[config.mk]
export PLATFORM = sky130hd
export DESIGN_NAME = system_watchdog
export DESIGN_NICKNAME = d
export VERILOG_FILES = /design/src/wdog_pkg.sv /design/src/rst_pulse_if.sv /design/src/rst_pulse_gen.sv /design/src/system_watchdog.sv
export VERILOG_INCLUDE_DIRS = /design/src
export SDC_FILE = /design/constraint.sdc
export NUM_CORES = 1
export LEC_CHECK = 0
export BUFFER_PORTS_ARGS = -buffer_cell sky130_fd_sc_hd__clkbuf_2
export CAP_MARGIN = 15
export CORE_MARGIN = 2
export CORE_UTILIZATION = 61
export DETAILED_ROUTE_END_ITERATION = 8
export PLACE_DENSITY = 0.87
export SLEW_MARGIN = 10
export SYNTH_ARGS = -nofsm -noshare
export SYNTH_HDL_FRONTEND = slang
export SYNTH_SLANG_ARGS = --single-unit
[constraint.sdc]
create_clock -name clk -period 6.43 [get_ports clk]
set_clock_uncertainty 0.1 [all_clocks]
set_input_delay 0.643 -clock clk [delete_from_list [all_inputs] [get_ports clk]]
set_output_delay 0.643 -clock clk [all_outputs]
set_load 0.02 [all_outputs]
[src/wdog_params.svh]
// Constants for the system watchdog: register map, fields, reset values and counts
`ifndef WDOG_PARAMS_SVH
`define WDOG_PARAMS_SVH

// Register byte offsets
`define WDOG_OFS_CTRL 8'h00
`define WDOG_OFS_RANGE 8'h04
`define WDOG_OFS_COUNT 8'h08
`define WDOG_OFS_RESTART 8'h0C
`define WDOG_OFS_STATUS 8'h10
`define WDOG_OFS_MASK 8'h14

// Control fields
`define WDOG_CTRL_EN_BIT 0
`define WDOG_CTRL_MODE_BIT 1
`define WDOG_CTRL_PLEN_LSB 2
`define WDOG_CTRL_PLEN_MSB 4
`define WDOG_RANGE_MSB 3

// Status and mask bits
`define WDOG_ST_TIMEOUT_BIT 0
`define WDOG_ST_RESET_BIT 1

// Reset values
`define WDOG_CTRL_RST 5'h00
`define WDOG_RANGE_RST 4'h0
`define WDOG_MASK_RST 2'h0

// Restart key; other values are ignored
`define WDOG_KICK_KEY 32'h00000076

// Log2 of the shortest timeout range in clock cycles
`define WDOG_RANGE_BASE_LOG2 16

// Shortest reset pulse in clock cycles; each step of the field doubles it
`define WDOG_PULSE_MIN_CYC 9'h002

`endif

[src/wdog_pkg.sv]
// Types shared by the system watchdog modules
package wdog_pkg;
   typedef enum logic {
      RESP_DIRECT,
      RESP_TWO_STAGE
   } resp_mode_t;

   typedef enum logic [1:0] {
      PULSE_IDLE,
      PULSE_ACTIVE
   } pulse_state_t;

   typedef logic [2:0] pulse_sel_t;
   typedef logic [3:0] range_sel_t;
endpackage

[src/rst_pulse_if.sv]
// Link between the watchdog core and its reset pulse generator
`timescale 1ns/10ps
interface rst_pulse_if;
   logic fire;
   wdog_pkg::pulse_sel_t len_sel;
   logic busy;
   logic rst_out_n;

   modport gen (
      input fire,
      input len_sel,
      output busy,
      output rst_out_n
   );

   modport ctl (
      output fire,
      output len_sel,
      input busy,
      input rst_out_n
   );
endinterface

[src/rst_pulse_gen.sv]
// System reset pulse generator with a selectable pulse length
`timescale 1ns/10ps
`include "wdog_params.svh"
module rst_pulse_gen (
   input wire logic clk,
   input wire logic rst_n,
   rst_pulse_if.gen pif
);
   wdog_pkg::pulse_state_t state_ff;
   logic [8:0] len_cnt_ff;
   logic rst_out_n_ff;

   // Pulse lasts 2 << sel cycles
   function automatic logic [8:0] pulse_cycles(input wdog_pkg::pulse_sel_t sel);
      pulse_cycles = 9'(`WDOG_PULSE_MIN_CYC << sel);
   endfunction

   always_ff @(posedge clk or negedge rst_n) begin
      if (!rst_n) begin
         state_ff <= wdog_pkg::PULSE_IDLE;
         len_cnt_ff <= 9'h000;
         rst_out_n_ff <= 1'b1;
      end else begin
         case (state_ff)
            wdog_pkg::PULSE_IDLE: begin
               // A fire request while a pulse runs is absorbed by it
               if (pif.fire) begin
                  state_ff <= wdog_pkg::PULSE_ACTIVE;
                  len_cnt_ff <= pulse_cycles(pif.len_sel) - 9'h001;
                  rst_out_n_ff <= 1'b0;
               end
            end
            wdog_pkg::PULSE_ACTIVE: begin
               if (len_cnt_ff == 9'h000) begin
                  state_ff <= wdog_pkg::PULSE_IDLE;
                  rst_out_n_ff <= 1'b1;
               end else begin
                  len_cnt_ff <= len_cnt_ff - 9'h001;
               end
            end
            default: begin
               state_ff <= wdog_pkg::PULSE_IDLE;
               rst_out_n_ff <= 1'b1;
            end
         endcase
      end
   end

   assign pif.busy = (state_ff == wdog_pkg::PULSE_ACTIVE);
   assign pif.rst_out_n = rst_out_n_ff;
endmodule

[src/system_watchdog.sv]
// System watchdog: APB registers, down counter, response logic and interrupt
`timescale 1ns/10ps
`include "wdog_params.svh"
module system_watchdog #(
   parameter int RANGE_BASE_LOG2 = `WDOG_RANGE_BASE_LOG2
) (
   input wire logic clk,
   input wire logic rst_n,
   input wire logic psel,
   input wire logic penable,
   input wire logic pwrite,
   input wire logic [7:0] paddr,
   input wire logic [31:0] pwdata,
   output logic [31:0] prdata,
   output logic pready,
   output logic pslverr,
   output logic irq,
   output logic sys_rst_n
);
   // Register state
   logic ctrl_en_ff;
   wdog_pkg::resp_mode_t mode_ff;
   wdog_pkg::pulse_sel_t plen_ff;
   wdog_pkg::range_sel_t range_ff;
   logic [31:0] count_ff;
   logic [1:0] status_ff;
   logic [1:0] mask_ff;
   logic [31:0] prdata_ff;
   logic pready_ff;
   logic pslverr_ff;
   logic irq_ff;
   logic fire_ff;

   // Bus decode
   logic acc_phase;
   logic wr_take;
   logic rd_cap;
   logic addr_ok;
   logic kick;
   logic timeout;
   logic fire_now;
   logic [1:0] status_set;
   logic [1:0] status_clr;
   logic [1:0] nxt_status;

   rst_pulse_if pif ();

   rst_pulse_gen u_pulse (
      .clk(clk),
      .rst_n(rst_n),
      .pif(pif)
   );

   // Preset for a range: 2^(base+sel) - 1 so that a period spans 2^(base+sel) cycles
   function automatic logic [31:0] preset_of(input wdog_pkg::range_sel_t sel);
      logic [5:0] sh;
      sh = 6'(RANGE_BASE_LOG2) + {2'h0, sel};
      preset_of = (32'h00000001 << sh) - 32'h00000001;
   endfunction

   function automatic logic is_mapped(input logic [7:0] a);
      case (a)
         `WDOG_OFS_CTRL, `WDOG_OFS_RANGE, `WDOG_OFS_COUNT,
         `WDOG_OFS_RESTART, `WDOG_OFS_STATUS, `WDOG_OFS_MASK: is_mapped = 1'b1;
         default: is_mapped = 1'b0;
      endcase
   endfunction

   assign acc_phase = psel && penable;
   // One wait state: the answer is given at the second access edge
   assign wr_take = acc_phase && pready_ff && pwrite && addr_ok;
   assign rd_cap = acc_phase && !pready_ff;
   assign addr_ok = is_mapped(paddr);
   assign kick = wr_take && (paddr == `WDOG_OFS_RESTART) && (pwdata == `WDOG_KICK_KEY);
   assign timeout = ctrl_en_ff && (count_ff == 32'h00000000);

   // Direct mode resets at once; two-stage resets when the first timeout is still pending
   always_comb begin
      fire_now = 1'b0;
      if (timeout) begin
         if (mode_ff == wdog_pkg::RESP_DIRECT) begin
            fire_now = 1'b1;
         end else if (status_ff[`WDOG_ST_TIMEOUT_BIT]) begin
            fire_now = 1'b1;
         end
      end
   end

   // APB handshake
   always_ff @(posedge clk or negedge rst_n) begin
      if (!rst_n) begin
         pready_ff <= 1'b0;
         pslverr_ff <= 1'b0;
      end else begin
         pready_ff <= acc_phase && !pready_ff;
         pslverr_ff <= acc_phase && !pready_ff && !addr_ok;
      end
   end

   // Read data captured in the first access cycle
   always_ff @(posedge clk or negedge rst_n) begin
      if (!rst_n) begin
         prdata_ff <= 32'h00000000;
      end else if (rd_cap && !pwrite) begin
         case (paddr)
            `WDOG_OFS_CTRL: prdata_ff <= {27'h0000000, plen_ff, mode_ff, ctrl_en_ff};
            `WDOG_OFS_RANGE: prdata_ff <= {28'h0000000, range_ff};
            `WDOG_OFS_COUNT: prdata_ff <= count_ff;
            `WDOG_OFS_STATUS: prdata_ff <= {30'h00000000, status_ff};
            `WDOG_OFS_MASK: prdata_ff <= {30'h00000000, mask_ff};
            default: prdata_ff <= 32'h00000000;
         endcase
      end else if (rd_cap) begin
         prdata_ff <= 32'h00000000;
      end
   end

   // Control register
   always_ff @(posedge clk or negedge rst_n) begin
      if (!rst_n) begin
         ctrl_en_ff <= 1'(`WDOG_CTRL_RST >> `WDOG_CTRL_EN_BIT);
         mode_ff <= wdog_pkg::RESP_DIRECT;
         plen_ff <= 3'h0;
      end else if (wr_take && paddr == `WDOG_OFS_CTRL) begin
         ctrl_en_ff <= pwdata[`WDOG_CTRL_EN_BIT];
         mode_ff <= wdog_pkg::resp_mode_t'(pwdata[`WDOG_CTRL_MODE_BIT]);
         plen_ff <= pwdata[`WDOG_CTRL_PLEN_MSB:`WDOG_CTRL_PLEN_LSB];
      end
   end

   // Range select
   always_ff @(posedge clk or negedge rst_n) begin
      if (!rst_n) begin
         range_ff <= `WDOG_RANGE_RST;
      end else if (wr_take && paddr == `WDOG_OFS_RANGE) begin
         range_ff <= pwdata[`WDOG_RANGE_MSB:0];
      end
   end

   // Down counter on the bus clock
   always_ff @(posedge clk or negedge rst_n) begin
      if (!rst_n) begin
         count_ff <= 32'hFFFFFFFF;
      end else if (!ctrl_en_ff || kick) begin
         count_ff <= preset_of(range_ff);
      end else if (timeout) begin
         count_ff <= preset_of(range_ff);
      end else begin
         count_ff <= count_ff - 32'h00000001;
      end
   end

   // Sticky status, write one to clear, set wins
   always_comb begin
      status_set = 2'h0;
      status_set[`WDOG_ST_TIMEOUT_BIT] = timeout;
      status_set[`WDOG_ST_RESET_BIT] = fire_now;
      status_clr = 2'h0;
      if (wr_take && paddr == `WDOG_OFS_STATUS) begin
         status_clr = pwdata[1:0];
      end
      nxt_status = (status_ff & ~status_clr) | status_set;
   end

   always_ff @(posedge clk or negedge rst_n) begin
      if (!rst_n) begin
         status_ff <= 2'h0;
      end else begin
         status_ff <= nxt_status;
      end
   end

   always_ff @(posedge clk or negedge rst_n) begin
      if (!rst_n) begin
         mask_ff <= `WDOG_MASK_RST;
      end else if (wr_take && paddr == `WDOG_OFS_MASK) begin
         mask_ff <= pwdata[1:0];
      end
   end

   always_ff @(posedge clk or negedge rst_n) begin
      if (!rst_n) begin
         irq_ff <= 1'b0;
      end else begin
         irq_ff <= |(nxt_status & mask_ff);
      end
   end

   // Reset request to the pulse generator
   always_ff @(posedge clk or negedge rst_n) begin
      if (!rst_n) begin
         fire_ff <= 1'b0;
      end else begin
         fire_ff <= fire_now;
      end
   end

   assign pif.fire = fire_ff;
   assign pif.len_sel = plen_ff;

   assign prdata = prdata_ff;
   assign pready = pready_ff;
   assign pslverr = pslverr_ff;
   assign irq = irq_ff;
   assign sys_rst_n = pif.rst_out_n;

   // Checking helpers: length of each reset pulse and the length expected for it
   logic [9:0] low_cnt_ff;
   logic [9:0] exp_len_ff;

   always_ff @(posedge clk or negedge rst_n) begin
      if (!rst_n) begin
         low_cnt_ff <= 10'h000;
         exp_len_ff <= 10'h000;
      end else begin
         if (!pif.rst_out_n) begin
            low_cnt_ff <= low_cnt_ff + 10'h001;
         end else begin
            low_cnt_ff <= 10'h000;
         end
         if (pif.fire && !pif.busy) begin
            exp_len_ff <= 10'(10'h002 << plen_ff);
         end
      end
   end
endmodule

### Word level (Yosys, flattened, before mapping)

Cells that the tools add are included.

* bits of input ports: 45
* register bits: 93
* word-level logic and storage cells: 84
* output and inout port bits: 36

* eq/ne operators: 10
* bitwise logic cells: 4
* shift-type cells: 2
* multiplexer cells: 19
* add/sub/neg operators: 5
* reduce and logical (&&, ||, !) cells: 29

Operators with widths (number)
* $pmux 32 s5: 1
* $mux 32: 4
* $sub 32x1->32 const B: 2
* $eq 32x7->1 const B: 1
* $logic_not 32->1: 1
* $shl 1x6->32 const A: 1
* $mux 9: 2
* $pmux 9 s2: 1
* $sub 9x1->9 const B: 2
* $eq 8x4->1 const B: 2
* $eq 8x5->1 const B: 2
* $logic_and 1x1->1: 14
* $logic_not 9->1: 1
* $shl 2x3->9 const A: 1
* $eq 8x3->1 const B: 1
* $logic_not 8->1: 1
* $add 5x4->6 const A: 1
* $mux 1: 6
* $mux 2: 3
* $reduce_or 6->1: 1
* $and 2x2->2: 2
* $logic_not 1->1: 4
* $ne 2x2->1 const B: 2
* $pmux 2 s2: 1
* 11 further kinds: 12

### Longest topological paths before layout

Gate-level depths: netlist of run 1.

* word-level depth: 11
* depth in mapped cells: 10
* depth with buffers taken out: 7

### By module

From an unflattened synthesis of run 1, not the netlist that was laid out.

* cell total of the unflattened synthesis: 426
* area total of the unflattened synthesis: 4703.3 sq um

Modules (own cells, without submodules)
* system_watchdog: cells an instance 358, instances 1, area an instance 4058.9 sq um
* rst_pulse_gen: cells an instance 68, instances 1, area an instance 644.4 sq um

### Least setup slack after synthesis of run 1

Ideal clock, no wire load.

* path type: input-to-reg
* from: in paddr[1]
* to: reg count_ff[26]
* slack: 3909 ps
* cell stages on the path: 7
* data required time: 6248 ps
* arrival: 2339 ps
* path buffers: 2
* cells stage by stage: or4_4 nor3_4 nand4b_1 o311a_1 buf_6 buf_6 mux2_4

* cells in the longest elaborated chain, start to end: 8
* elaborated cells between the ends (all ways): 13
* classes of those cells: 5 x eq/ne; 2 x mux; 6 x reduce/logical

RTL lines
* start: declaration: RTL line system_watchdog.sv:12 `input wire logic [7:0] paddr,`
* $eq 8x4->1 (tied with other cells): RTL line system_watchdog.sv:62 `case (a)`
* $reduce_or 6->1: RTL line system_watchdog.sv:62
* $mux 1: RTL line system_watchdog.sv:62
* $logic_and 1x1->1: RTL line system_watchdog.sv:71 `assign wr_take = acc_phase && pready_ff && pwrite && addr_ok;`
* $logic_and 1x1->1 * (2 in series): RTL line system_watchdog.sv:74 `` assign kick = wr_take && (paddr == `WDOG_OFS_RESTART) && (pwdata == `WDOG_KICK_KEY); ``
* $logic_or 1x1->1 *: RTL line system_watchdog.sv:144 `end else if (!ctrl_en_ff || kick) begin`
* $mux 32 *: RTL line system_watchdog.sv:144
* end signal: assignment: RTL line system_watchdog.sv:145 `count_ff <= preset_of(range_ff);`
* end signal: assignment: RTL line system_watchdog.sv:147 `count_ff <= preset_of(range_ff);`
* end signal: assignment: RTL line system_watchdog.sv:149 `count_ff <= count_ff - 32'h00000001;`
* end: declaration: RTL line system_watchdog.sv:25 `logic [31:0] count_ff;`

Every way passes the cells marked *; elsewhere a longest branch is shown, timed or not.
A chain may end at the register's enable or synchronous reset.

### Worst setup path in the final report of run 1

* from: in paddr[1]
* to: reg prdata_ff[25], in the netlist prdata[25]

* cells in the longest elaborated chain, start to end: 3
* elaborated cells between the ends (all ways): 7
* classes of those cells: 4 x eq/ne; 2 x mux; 1 x reduce/logical

RTL lines
* $eq 8x5->1 (tied with other cells): RTL line system_watchdog.sv:105 `case (paddr)`
* $pmux 32 s5 *: RTL line system_watchdog.sv:105
* $mux 32 *: RTL line system_watchdog.sv:104 `end else if (rd_cap && !pwrite) begin`
* end signal: assignment: RTL line system_watchdog.sv:106 `` `WDOG_OFS_CTRL: prdata_ff <= {27'h0000000, plen_ff, mode_ff, ctrl_en_ff}; ``
* end signal: assignment: RTL line system_watchdog.sv:107 `` `WDOG_OFS_RANGE: prdata_ff <= {28'h0000000, range_ff}; ``
* end signal: assignment: RTL line system_watchdog.sv:108 `` `WDOG_OFS_COUNT: prdata_ff <= count_ff; ``
* end: declaration: RTL line system_watchdog.sv:28 `logic [31:0] prdata_ff;`

Marks and branches as above.

==> results by group, run 1 <==
Status
  – Status: completed

Floorplan
  – Die boundary height: 91.6 µm
  – Site row count: 31
  – Die Area: 8390 µm²
  – Starting utilization of the core area: between 60% and 70%
  – Core Box Area: 7330 µm²
  – Width of the chip: slightly above 90 µm
  – Num ports: between 80 and 90

Yosys
  – Top cell type by total area after synthesis: sky130_fd_sc_hd__dfrtp_1
  – Number of distinct library cells after synthesis: 58
  – Gate Count Post-Synth: 435
  – Fraction of post-synthesis cell area in the top cell type by area: about a third
  – Most used standard cells in the synthesized netlist: sky130_fd_sc_hd__dfrtp_1 (59), sky130_fd_sc_hd__nand2_1 (39), sky130_fd_sc_hd__dfstp_2 (33)
  – Register bit total from synthesis: 92
  – Synth top area cells: sky130_fd_sc_hd__dfrtp_1 (32%), sky130_fd_sc_hd__dfstp_2 (19%), sky130_fd_sc_hd__a22o_1 (5.4%)
  – Post-Syn Area per Cell: 10.8 µm²
  – Synthesized cell area: 4680 µm²
  – Synthesized netlist net count: 484
  – Proportion of register bits with asynchronous set or reset after synthesis: 100%
  – Synth Warn #: 0
  – Part of the Yosys area used for sequential elements: 50.1%
  – Most instantiated library cell after synthesis: sky130_fd_sc_hd__dfrtp_1
  – Predominant post-synthesis flop cell: sky130_fd_sc_hd__dfrtp_1
  – EDFF count, synth: 0

Pwr
  – Cell-internal power: 0.746 mW
  – Worst vdd rail ir drop: 120 µV
  – Share of power burned in combinational logic: under 10%
  – Ratio of total power to cell area: 188 nW/µm²
  – Share of power burned in registers: 58.7%
  – Psw: 0.249 mW
  – Static power due to leakage: 2.31 nW
  – Power after layout: 0.995 mW
  – Clock share of power: 36.4%
  – Net Sw Frac: between 20% and 30%

Clocking
  – Worst-skew pair later-pin latency: 360 ps
  – Number of clock buffers inserted by TritonCTS: 9
  – Cell at the root of the clock tree: sky130_fd_sc_hd__clkbuf_8
  – Clock-pin slew reported for the worst setup and hold paths after clock tree synthesis: 100 ps
  – H-tree depth: 3
  – Bufs on Longest Clock Path: 2
  – Hold_buf cts: 0
  – Buffer count from post-CTS setup fixing: 0
  – CTS tree: yes
  – CTS sink count: 92
  – Number of resized instances in the post-cts repair step: 0

Timing
  – Highest Clock Rate: about 360 MHz
  – Slew @ Worst Pin: about 1100 ps
  – Min Tclk post-route: 2760 ps
  – Final-layout setup total negative slack: 0 ps
  – Headroom to the max-slew limit: 28.0%
  – Setup ws final: 3670 ps
  – Count of final max-slew check failures: 0
  – Count of final setup violators: 0
  – Hold violation count in the final report: 0
  – Final worst-path cycle share: 42.9%
  – Unrepaired setup endpoints after global routing: false

Worst setup path
  – Minimum setup slack among reg-to-reg paths: 3960 ps
  – Critical path arrival: 2950 ps
  – Cell with the biggest individual delay on the critical path: sky130_fd_sc_hd__and3_1
  – Data required time at the worst endpoint: 6620 ps
  – Number of buffer and inverter instances along the worst setup path: 1
  – Worst setup EP type: flop
  – CP peak stage delay: 860 ps
  – Delay-heaviest family, CP: simple AND/OR/NAND/NOR gates
  – Peak fanout along the critical path: 27
  – CP cell instances: clkbuf_2 > or4_4 > or3_1 > nor3_1 > and3_1 > a22o_1
  – Startpoint types: input port
  – Worst Setup Path Type: in -> reg

Detailed routing
  – Final wirelength: 10000 µm
  – Count of antenna-violating nets left after detailed routing: 0
  – Iteration count of the initial detailed-routing pass: 5
  – Number of vias in the routed layout: 3637
  – Number of violations reported at the end of detailed-routing iteration 0: between 200 and 250
  – Average routed wire per standard cell: 16.6 µm
  – Vias per std cell: 6.00
  – Remaining DRCs: 0

Final layout
  – Number of inserted diodes: 0
  – Design Area, Final: 5280 µm²
  – Post-route core utilization: 72.0%
  – Fraction of final layout cells with drive strength greater than 1: 31.2%
  – Count of nets after finishing: 551
  – Area Growth Syn to Fin: 12.8%

Global routing
  – Vias in the first global route: 3481
  – Total gr overflow: 0
  – Number of antenna violations at the first check in global routing: 0
  – All-Layer GR Usage: approximately a quarter
  – Wire length of the first global-routing pass: 16900 µm
  – Maximum number of pins on one net before global-route repair: 51

Hold path
  – Hold Crit Class: in -> async

Placement
  – Placement-stage worst setup slack: 3300 ps
  – Post-detailed-placement half-perimeter wirelength: about 7000 µm
  – Count of port buffers added during placement: 80
  – Global placement routability congestion: 0.958
  – Total placed instance area: 5100 µm²

Job
  – Maximum Capacitance Violations: 0
-- power groups by stage --
stage	Sequential (mW)	Combinational, mW	Clock, mW
2_1_floorplan	0.595	0.0169	0
3_5_place_dp	0.594	0.0493	0
4_1_cts	0.584	0.0495	0.368
3_3_place_gp	0.594	0.0482	0
6_report	0.584	0.0486	0.362
5_1_grt	0.584	0.0548	0.396
-- through the flow --
step / hold WS (ps) / std cells
after detailed placement: 365 / 590
after floorplan: 247 / 435
after CTS: 172 / 606
after global routing: 184 / 606
final: 153 / 606
after global placement: 355 / 590
-- layout by cell type, fill, tap and decap left out, drive strengths merged, types with 4 or more instances in the layout --
master,synthesis,final
o21ai,16,16
nand3b,4,4
nand2,39,39
nand4b,4,4
nand3,14,14
dfstp,33,33
inv,8,10
xor2,17,17
nand4,8,8
mux2i,17,17
dfrtp,59,59
mux2,17,17
a22o,29,29
xnor2,19,19
nor2b,7,7
or3,5,5
nor2,19,19
ha,4,4
nor4,18,18
nor3,17,17
a21oi,9,9
clkbuf,19,88
-- cell families (layout without fill, tap and decap cells) --
| group | count (synthesis) | after routing | share of synthesized area [%] |
|---|---|---|---|
| DFF | 92 | 92 | 50.1 |
| and+or+nand+nor | 156 | 156 | 18.5 |
| muxes | 34 | 34 | 7.81 |
| adders and majority gates | 4 | 4 | 1.07 |
| xor gates and xnor gates | 36 | 36 | 6.74 |
| AOI/OAI and AO/OA | 79 | 79 | 12.5 |
| buffers and inverters | 34 | 106 | 3.34 |
-- worst reg2reg max path: stages, from the launching register on --
cell and delay (ps):
sky130_fd_sc_hd__dfstp_2 390, sky130_fd_sc_hd__or3_1 450, sky130_fd_sc_hd__nor4_1 380, sky130_fd_sc_hd__nand4_1 260, sky130_fd_sc_hd__o311a_1 210, sky130_fd_sc_hd__buf_4 260, sky130_fd_sc_hd__mux2_4 350
-- sequential cells by signal, summed over array words and instances (netlist names), 2 cells and up --
| name | flops |
|---|---|
| pif.len_sel | 3 |
| range_ff | 4 |
| prdata | 32 |
| count_ff | 32 |
| mask_ff | 2 |
| u_pulse.len_cnt_ff | 9 |
| status_ff | 2 |
-- final timing paths --
kind / cells after the start / end / from
worst max-delay path: 6 / prdata[25] / paddr[1]
worst min-delay path: 1 / u_pulse.len_cnt_ff[0] / rst_n
worst max register to register: 6 / count_ff[26] / count_ff[26]
worst min register to register: 1 / count_ff[0] / count_ff[0]
max in group asynchronous: 2 / prdata[25] / rst_n
min in group clk: 1 / count_ff[0] / count_ff[0]
-- cell type report --
| cell class | instances | area (µm²) |
|---|---|---|
| inverter | 8 | 30.0 |
| tap | 99 | 124 |
| clock inverter | 7 | 60.1 |
| multi-input combinational | 309 | 2180 |
| fill | 508 | 2050 |
| sequential | 92 | 2340 |
| timing repair buffer | 82 | 418 |
| clock buffer | 9 | 124 |
-- layer usage --
metal  routed length (µm)  part of all wire (%)  GRT usage [%]  vias up
met5                    0                     0              0        -
met4                  208                   2.1           10.4        0
met3                  575                   5.7           3.57       19
met2                 4810                    48           39.2      133
met1                 4440                    44           35.9     1753
li1                     -                     -              -     1732
No activity file was read; power rests on OpenSTA's default activity.
==> run 2, diff against run 1 <==
ABC_AREA = 1   (was default)
CORE_UTILIZATION = 52   (was 61)
PLACE_DENSITY = 0.78   (was 0.87)
clock period = 2.4 ns   (was 6.43 ns; I/O delays follow)
==> run 2 against run 1 <==
  * Wire length up 25%
  * Non-clock buffer count grew 5
  * Setup slack got worse by 3400 ps
  * Via count up 29%
  * Die area grew 27%
  * Global-route usage grew 0.22 points
  * Highest routed layer unchanged
  * Total power grew to 2.7 times the previous value
  * Combinational power rose to 2.6 times the previous value
  * Cell area grew 11%
==> results by group, run 2 <==
Status
  – Status: completed

Pwr
  – Share of power burned in registers: 56.9% (-1.8 points)
  – Share of power burned in combinational logic: 4.5% (-0.4 points)
  – Net Sw Frac: 23.7% (-1.3 points)
  – Worst vdd rail ir drop: 312 µV (+160%)
  – Cell-internal power: 2.09 mW (+180%)
  – Psw: 0.649 mW (+160%)
  – Static power due to leakage: 2.95 nW (+28%)
  – Clock share of power: 38.5% (+2.1 points)
  – Ratio of total power to cell area: 466 nW/µm² (+150%)

Worst setup path
  – Data required time at the worst endpoint: 2570 ps (-4050 ps)
  – Capture point of the worst path: u_pulse.len_cnt_ff[8]
  – Minimum setup slack among reg-to-reg paths: 300 ps (-3660 ps)
  – Crit. Startpoint: u_pulse.state_ff[0]
  – Peak fanout along the critical path: 12 (-56%)
  – Launch instance of the worst register-to-register path: u_pulse.state_ff[0]
  – Worst Setup Path Type: reg -> reg
  – RR Endpoint: u_pulse.len_cnt_ff[8]
  – Startpoint types: flop
  – Worst setup EP type: flop
  – Critical path arrival: 2270 ps (-680 ps)
  – Number of cells traversed by the worst register-to-register path: 9 (+3)

Yosys
  – Most used standard cells in the synthesized netlist: sky130_fd_sc_hd__nand2_1 (180), sky130_fd_sc_hd__nor2_1 (103), sky130_fd_sc_hd__inv_1 (75)
  – Synthesized netlist net count: 713 (+47%)
  – Synth Warn #: 0 (unchanged)
  – Number of distinct library cells after synthesis: 43 (-26%)
  – Proportion of register bits with asynchronous set or reset after synthesis: 100% (unchanged)
  – Post-Syn Area per Cell: 7.70 µm² (-28%)
  – Fraction of post-synthesis cell area in the top cell type by area: 28.9% (-2.6 points)
  – Predominant post-synthesis flop cell: sky130_fd_sc_hd__dfrtp_1
  – Register bit total from synthesis: 92 (unchanged)
  – EDFF count, synth: 0 (unchanged)
  – Most instantiated library cell after synthesis: sky130_fd_sc_hd__nand2_1
  – Gate Count Post-Synth: 664 (+53%)
  – Part of the Yosys area used for sequential elements: 45.9% (-4.2 points)
  – Top cell type by total area after synthesis: sky130_fd_sc_hd__dfrtp_1
  – Synthesized cell area: 5110 µm² (+9.2%)
  – Synth top area cells: sky130_fd_sc_hd__dfrtp_1 (29%), sky130_fd_sc_hd__dfstp_2 (17%), sky130_fd_sc_hd__nand2_1 (13%)

Clocking
  – Number of resized instances in the post-cts repair step: 0 (unchanged)
  – Buffer count from post-CTS setup fixing: 0 (unchanged)
  – H-tree depth: 3 (unchanged)
  – Number of clock buffers inserted by TritonCTS: 9 (unchanged)
  – Cell at the root of the clock tree: sky130_fd_sc_hd__clkbuf_8
  – Bufs on Longest Clock Path: 2 (unchanged)
  – Clock-pin slew reported for the worst setup and hold paths after clock tree synthesis: 90 ps (about the same)
  – CTS sink count: 92 (unchanged)
  – Worst-skew pair later-pin latency: 370 ps (about the same)
  – CTS tree: yes

Detailed routing
  – Average routed wire per standard cell: 14.2 µm (-15%)
  – Number of violations reported at the end of detailed-routing iteration 0: 346 (+40%)
  – Vias per std cell: 5.27 (-12%)
  – Number of vias in the routed layout: 4681 (+29%)
  – Iteration count of the initial detailed-routing pass: 5 (unchanged)
  – Remaining DRCs: 0 (unchanged)
  – Final wirelength: 12600 µm (+25%)
  – Count of antenna-violating nets left after detailed routing: 0 (unchanged)

Global routing
  – Number of antenna violations at the first check in global routing: 0 (unchanged)
  – All-Layer GR Usage: 25.5% (+0.22 points)
  – Total gr overflow: 0 (unchanged)
  – Maximum number of pins on one net before global-route repair: 45 (-12%)
  – Vias in the first global route: 4394 (+26%)
  – Wire length of the first global-routing pass: 21100 µm (+25%)

Floorplan
  – Starting utilization of the core area: 53.0% (-11 points)
  – Site row count: 36 (+16%)
  – Die boundary height: 103 µm (+13%)
  – Num ports: 81 (unchanged)
  – Width of the chip: 103 µm (+13%)
  – Core Box Area: 9640 µm² (+31%)
  – Die Area: 10600 µm² (+27%)

Timing
  – Unrepaired setup endpoints after global routing: false
  – Final-layout setup total negative slack: 0 ps (unchanged)
  – Headroom to the max-slew limit: 62.2% (+34 points)
  – Slew @ Worst Pin: 566 ps (-507 ps)
  – Highest Clock Rate: 476 MHz
  – Hold violation count in the final report: 0 (unchanged)
  – Count of final max-slew check failures: 0 (unchanged)
  – Final worst-path cycle share: 87.6%
  – Hold WS: 11.7 ps (-141 ps)
  – Min Tclk post-route: 2100 ps
  – Count of final setup violators: 0 (unchanged)
  – Setup ws final: 299 ps (-3370 ps)

Placement
  – Global placement routability congestion: 0.918 (-4.2%)
  – Total placed instance area: 5670 µm² (+11%)
  – Post-detailed-placement half-perimeter wirelength: 9510 µm (+36%)
  – Count of port buffers added during placement: 80 (unchanged)
  – Placement-stage worst setup slack: 337 ps (-2960 ps)

Final layout
  – Fraction of final layout cells with drive strength greater than 1: 22.9% (-8.2 points)
  – Register Area: 2340 µm² (unchanged)
  – Most common cell after layout, fill and taps aside: sky130_fd_sc_hd__nand2_1
  – Count of nets after finishing: 799 (+45%)
  – Number of inserted diodes: 0 (unchanged)
  – Total area of multi-input combinational cells: 2390 µm² (+9.5%)
  – Design Area, Final: 5870 µm² (+11%)
  – Area Growth Syn to Fin: 14.9%
  – Commonest non-fill, non-tap cells in the layout: sky130_fd_sc_hd__nand2_1 (180), sky130_fd_sc_hd__nor2_1 (103), sky130_fd_sc_hd__clkbuf_2 (79)
  – Count of filler cells inserted in the layout: 888 (+75%)

Job
  – Maximum Capacitance Violations: 0 (unchanged)

Hold path
  – Hold Crit Class: in -> reg
run 2: repair_timing:
action / in CTS / in global routing
hold endpoints to repair: 32 / 0
hold buffers: 1 / 0
endpoints found under the setup margin: 0 / 0
run 2: worst max-delay path, stage by stage, from the launching register on:
cell and delay, ps:
sky130_fd_sc_hd__dfrtp_1 580, sky130_fd_sc_hd__nor2_1 130, sky130_fd_sc_hd__a22oi_1 290, sky130_fd_sc_hd__ha_1 260, sky130_fd_sc_hd__nand2_1 70, sky130_fd_sc_hd__nor2_1 150
sky130_fd_sc_hd__nand3_1 100, sky130_fd_sc_hd__or2_1 210, sky130_fd_sc_hd__nand3_1 60, sky130_fd_sc_hd__nand2_1 50
run 2: layout make-up:
| cell class | instances | area share (%) |
|---|---|---|
| well taps | 133 | 2.83 |
| clock buffers | 11 | 2.24 |
| flip-flops and latches | 92 | 39.9 |
| multi-input cells | 478 | 40.7 |
| clock inverters | 5 | 1.04 |
| repair buffers | 87 | 8.01 |
| inverters | 82 | 5.28 |
run 2: stage by stage:
step	utilization (%)	cells	power, mW
final	60.9	888	2.73
after global routing	60.9	888	2.84
after CTS	60.9	888	2.74
after detailed placement	58.8	871	1.71
after global placement	58.8	871	1.71
after floorplan	-	664	1.62
run 2: worst min path at each step:
stage                   start        endpoint  slack [ps]  cells past startpoint
floorplan               rst_n      ctrl_en_ff        -160                      0
global placement        rst_n       prdata[1]         140                      1
detailed placement      rst_n       prdata[1]         150                      1
CTS                   penable          pready          10                      3
global route        pwdata[4]  pif.len_sel[2]          20                      3
finish              pwdata[4]  pif.len_sel[2]          10                      3
run 2: kinds of logic (layout without fill, tap and decap cells):
group	Yosys count	count (layout)	synth area share [%]
and+or+nand+nor	362	362	31.0
buffers and inverters	94	185	7.39
DFF	92	92	45.9
AOI/OAI and AO/OA	83	83	9.82
xor gates and xnor gates	29	29	4.97
adders and majority gates	4	4	0.979
run 2: routing by layer:
metal	global-route usage (%)	routed length, µm	vias up
met5	0	0	-
met2	42.1	5920	168
met4	8.40	232	0
met3	3.19	684	27
li1	-	-	2290
met1	35.1	5730	2196
run 2: power by group through the flow:
stage / sequential [mW] / clock, mW / combinational, mW
5_1_grt: 1.56 / 1.14 / 0.141
4_1_cts: 1.56 / 1.06 / 0.127
3_5_place_dp: 1.58 / 0 / 0.125
2_1_floorplan: 1.59 / 0 / 0.0326
6_report: 1.56 / 1.05 / 0.124
3_3_place_gp: 1.58 / 0 / 0.121
==> run 3, diff against run 2 <==
ABC_AREA = default   (was 1)
CORE_UTILIZATION = 51   (was 52)
CTS_BUF_LIST = sky130_fd_sc_hd__clkbuf_16   (was default)
==> run 3 against run 2 <==
  * Sequential share of layout area rose by 2.5 points
  * Critical path depth fell by 2
  * Highest routed layer unchanged
  * Clock power rose by 19%
  * Total power rose by 8.0%
  * Cell area fell by 6.0%
  * Worst hold slack improved by 51 ps
  * Sequential power barely moved
  * Largest cell class is now registers
  * Count of clock-buffer cells in the layout fell by 2
  * Non-clock buffer count rose by 12
  * Combinational power rose by 11%
==> results by group, run 3 (synthesis gave the netlist of run 1 again) <==
Detailed routing
  – Number of violations reported at the end of detailed-routing iteration 0: 166 (-52%)
  – Vias per std cell: 5.85 (+11%)
  – Final wirelength: 10500 µm (-16%)
  – Routed length on met3: 401 µm (-41%)
  – Count of antenna-violating nets left after detailed routing: 0 (unchanged)
  – Top layer reached by signal wires: met4
  – Average routed wire per standard cell: 16.6 µm (+17%)
  – Remaining DRCs: 0 (unchanged)
  – Number of vias in the routed layout: 3698 (-21%)
  – Iteration count of the initial detailed-routing pass: 4 (-1)
  – Met1 wire length: 4810 µm (-16%)
  – Met2 layer wire length in the routed design: 5130 µm (-13%)

Clocking
  – Clock-pin slew reported for the worst setup and hold paths after clock tree synthesis: 60 ps (-30 ps)
  – Number of resized instances in the post-cts repair step: 0 (unchanged)
  – Bufs on Longest Clock Path: 2 (unchanged)
  – Hold_buf cts: 1 (unchanged)
  – Buffer count from post-CTS setup fixing: 0 (unchanged)
  – Worst-skew pair later-pin latency: 340 ps (-30 ps)
  – Cell at the root of the clock tree: sky130_fd_sc_hd__clkbuf_16
  – CTS tree: yes
  – H-tree depth: 3 (unchanged)
  – CTS sink count: 92 (unchanged)
  – Number of clock buffers inserted by TritonCTS: 9 (unchanged)

Worst setup path
  – Launch instance of the worst register-to-register path: range_ff[0]
  – RR Endpoint: count_ff[22]
  – Worst Setup Path Type: reg -> reg
  – Worst setup EP type: flop
  – CP cell instances: or2_2 > or3_1 > ha_1 > nor3_1 > a21oi_1 > o21ai_0 > mux2_2
  – Cell with the biggest individual delay on the critical path: sky130_fd_sc_hd__dfrtp_1
  – CP peak stage delay: 370 ps (-210 ps)
  – Number of cells traversed by the worst register-to-register path: 7 (-2)
  – Data required time at the worst endpoint: 2580 ps (about the same)
  – Critical path arrival: 2430 ps (+160 ps)
  – Minimum setup slack among reg-to-reg paths: 150 ps (-150 ps)
  – Peak fanout along the critical path: 9 (-3)
  – Startpoint types: flop

Hold path
  – Endpoint of the worst hold-timing path: pif.len_sel[2]
  – Hold Crit Class: in -> reg
  – Hold Startpoint: pwdata[4]
  – Worst hold stages: 2 (-1)

Global routing
  – Number of antenna violations at the first check in global routing: 0 (unchanged)
  – Total gr overflow: 0 (unchanged)
  – Vias in the first global route: 3740 (-15%)
  – All-Layer GR Usage: 22.0% (-3.5 points)
  – Wire length of the first global-routing pass: 17400 µm (-17%)
  – Maximum number of pins on one net before global-route repair: 56 (+24%)

Placement
  – Placement-stage worst setup slack: 95.1 ps (-242 ps)
  – Global placement routability congestion: 0.857 (-6.6%)
  – Count of port buffers added during placement: 80 (unchanged)
  – Post-detailed-placement half-perimeter wirelength: 7660 µm (-19%)

Floorplan
  – Num ports: 81 (unchanged)
  – Core Box Area: 8810 µm² (-8.6%)
  – Die boundary height: 99.8 µm (-3.2%)
  – Starting utilization of the core area: 53.2% (+0.14 points)
  – Site row count: 34 (-5.6%)
  – Die Area: 9960 µm² (-6.4%)
  – Width of the chip: 99.8 µm (-3.2%)

Timing
  – Hold violation count in the final report: 0 (unchanged)
  – Min Tclk post-route: 2250 ps (+150 ps)
  – Hold WS: 62.4 ps (+50.7 ps)
  – Highest Clock Rate: 444 MHz (-6.7%)
  – Slew @ Worst Pin: 590 ps (+23.7 ps)
  – Count of final max-slew check failures: 0 (unchanged)
  – Unrepaired setup endpoints after global routing: false
  – Headroom to the max-slew limit: 60.4% (-1.8 points)
  – Final-layout setup total negative slack: 0 ps (unchanged)
  – Final worst-path cycle share: 93.8% (+6.2 points)
  – Setup ws final: 149 ps (-150 ps)
  – Count of final setup violators: 0 (unchanged)

Final layout
  – Commonest non-fill, non-tap cells in the layout: sky130_fd_sc_hd__clkbuf_2 (79), sky130_fd_sc_hd__dfrtp_1 (59), sky130_fd_sc_hd__nand2_1 (39)
  – Post-route core utilization: 62.7% (+1.8 points)
  – Count of nets after finishing: 568 (-29%)
  – Area Growth Syn to Fin: 18.0%
  – Number of inserted diodes: 0 (unchanged)
  – Fraction of final layout cells with drive strength greater than 1: 32.4% (+9.5 points)
  – Most common cell after layout, fill and taps aside: sky130_fd_sc_hd__clkbuf_2

Status
  – Status: completed

Pwr
  – Worst vdd rail ir drop: 396 µV (+27%)
  – Power after layout: 2.95 mW (+8.0%)
  – Ratio of total power to cell area: 535 nW/µm² (+15%)
  – Static power due to leakage: 2.44 nW (-17%)

Job
  – Maximum Capacitance Violations: 0 (unchanged)
run 3: changes by cell type in the layout (fill, tap and decap cells not counted), moves of 15 or more:
cell,previous run,this run
sky130_fd_sc_hd__inv_1,75,8
sky130_fd_sc_hd__mux2_2,0,16
sky130_fd_sc_hd__mux2i_1,0,17
sky130_fd_sc_hd__o21ai_0,46,15
sky130_fd_sc_hd__a22o_1,1,29
sky130_fd_sc_hd__xnor2_1,4,19
sky130_fd_sc_hd__nor2_1,103,19
sky130_fd_sc_hd__nand2_1,180,39
run 3: area by class of cell:
cell class / count / area [µm²]
repair buffers: 99 / 573
inverters: 8 / 30.0
clock buffers: 9 / 225
well taps: 108 / 135
flip-flops and latches: 92 / 2340
multi-input cells: 309 / 2180
fillers: 717 / 3280
clock inverters: 7 / 33.8
run 3: layer usage:
layer  track usage [%]  vias up
met5                 0        -
met4              7.48        0
met3              4.74       16
met2              36.1       93
met1              29.2     1814
li1                  -     1775
run 3: worst max path at each step:
stage / start / to / slack, ps / depth (start not counted)
2_1_floorplan: range_ff[0] / count_ff[26] / 150 / 8
3_3_place_gp: paddr[1] / prdata[7] / 170 / 7
3_5_place_dp: paddr[1] / count_ff[20] / 100 / 7
4_1_cts: range_ff[0] / count_ff[22] / 160 / 7
5_1_grt: count_ff[4] / count_ff[20] / 6 / 6
6_report: range_ff[0] / count_ff[22] / 150 / 7
run 3: stage by stage:
stage | std cells | cell area (µm²)
5_1_grt | 632 | 5520
3_5_place_dp | 615 | 5250
3_3_place_gp | 615 | 5250
4_1_cts | 632 | 5520
6_report | 632 | 5520
2_1_floorplan | 435 | 4680
run 3: critical path: cells and delay by family (launching register included):
kind	cells	cell delay, ps
multiplexers	1	210
adder cells (fa/ha/maj)	1	310
AO/OA/AOI/OAI	2	330
AND/OR/NAND/NOR	3	870
flip-flops	1	370
run 3: power breakdown:
part           internal (mW)  switching (mW)
clock                  0.685           0.565
sequential              1.56         0.00521
combinational         0.0534          0.0846
total                   2.30           0.655
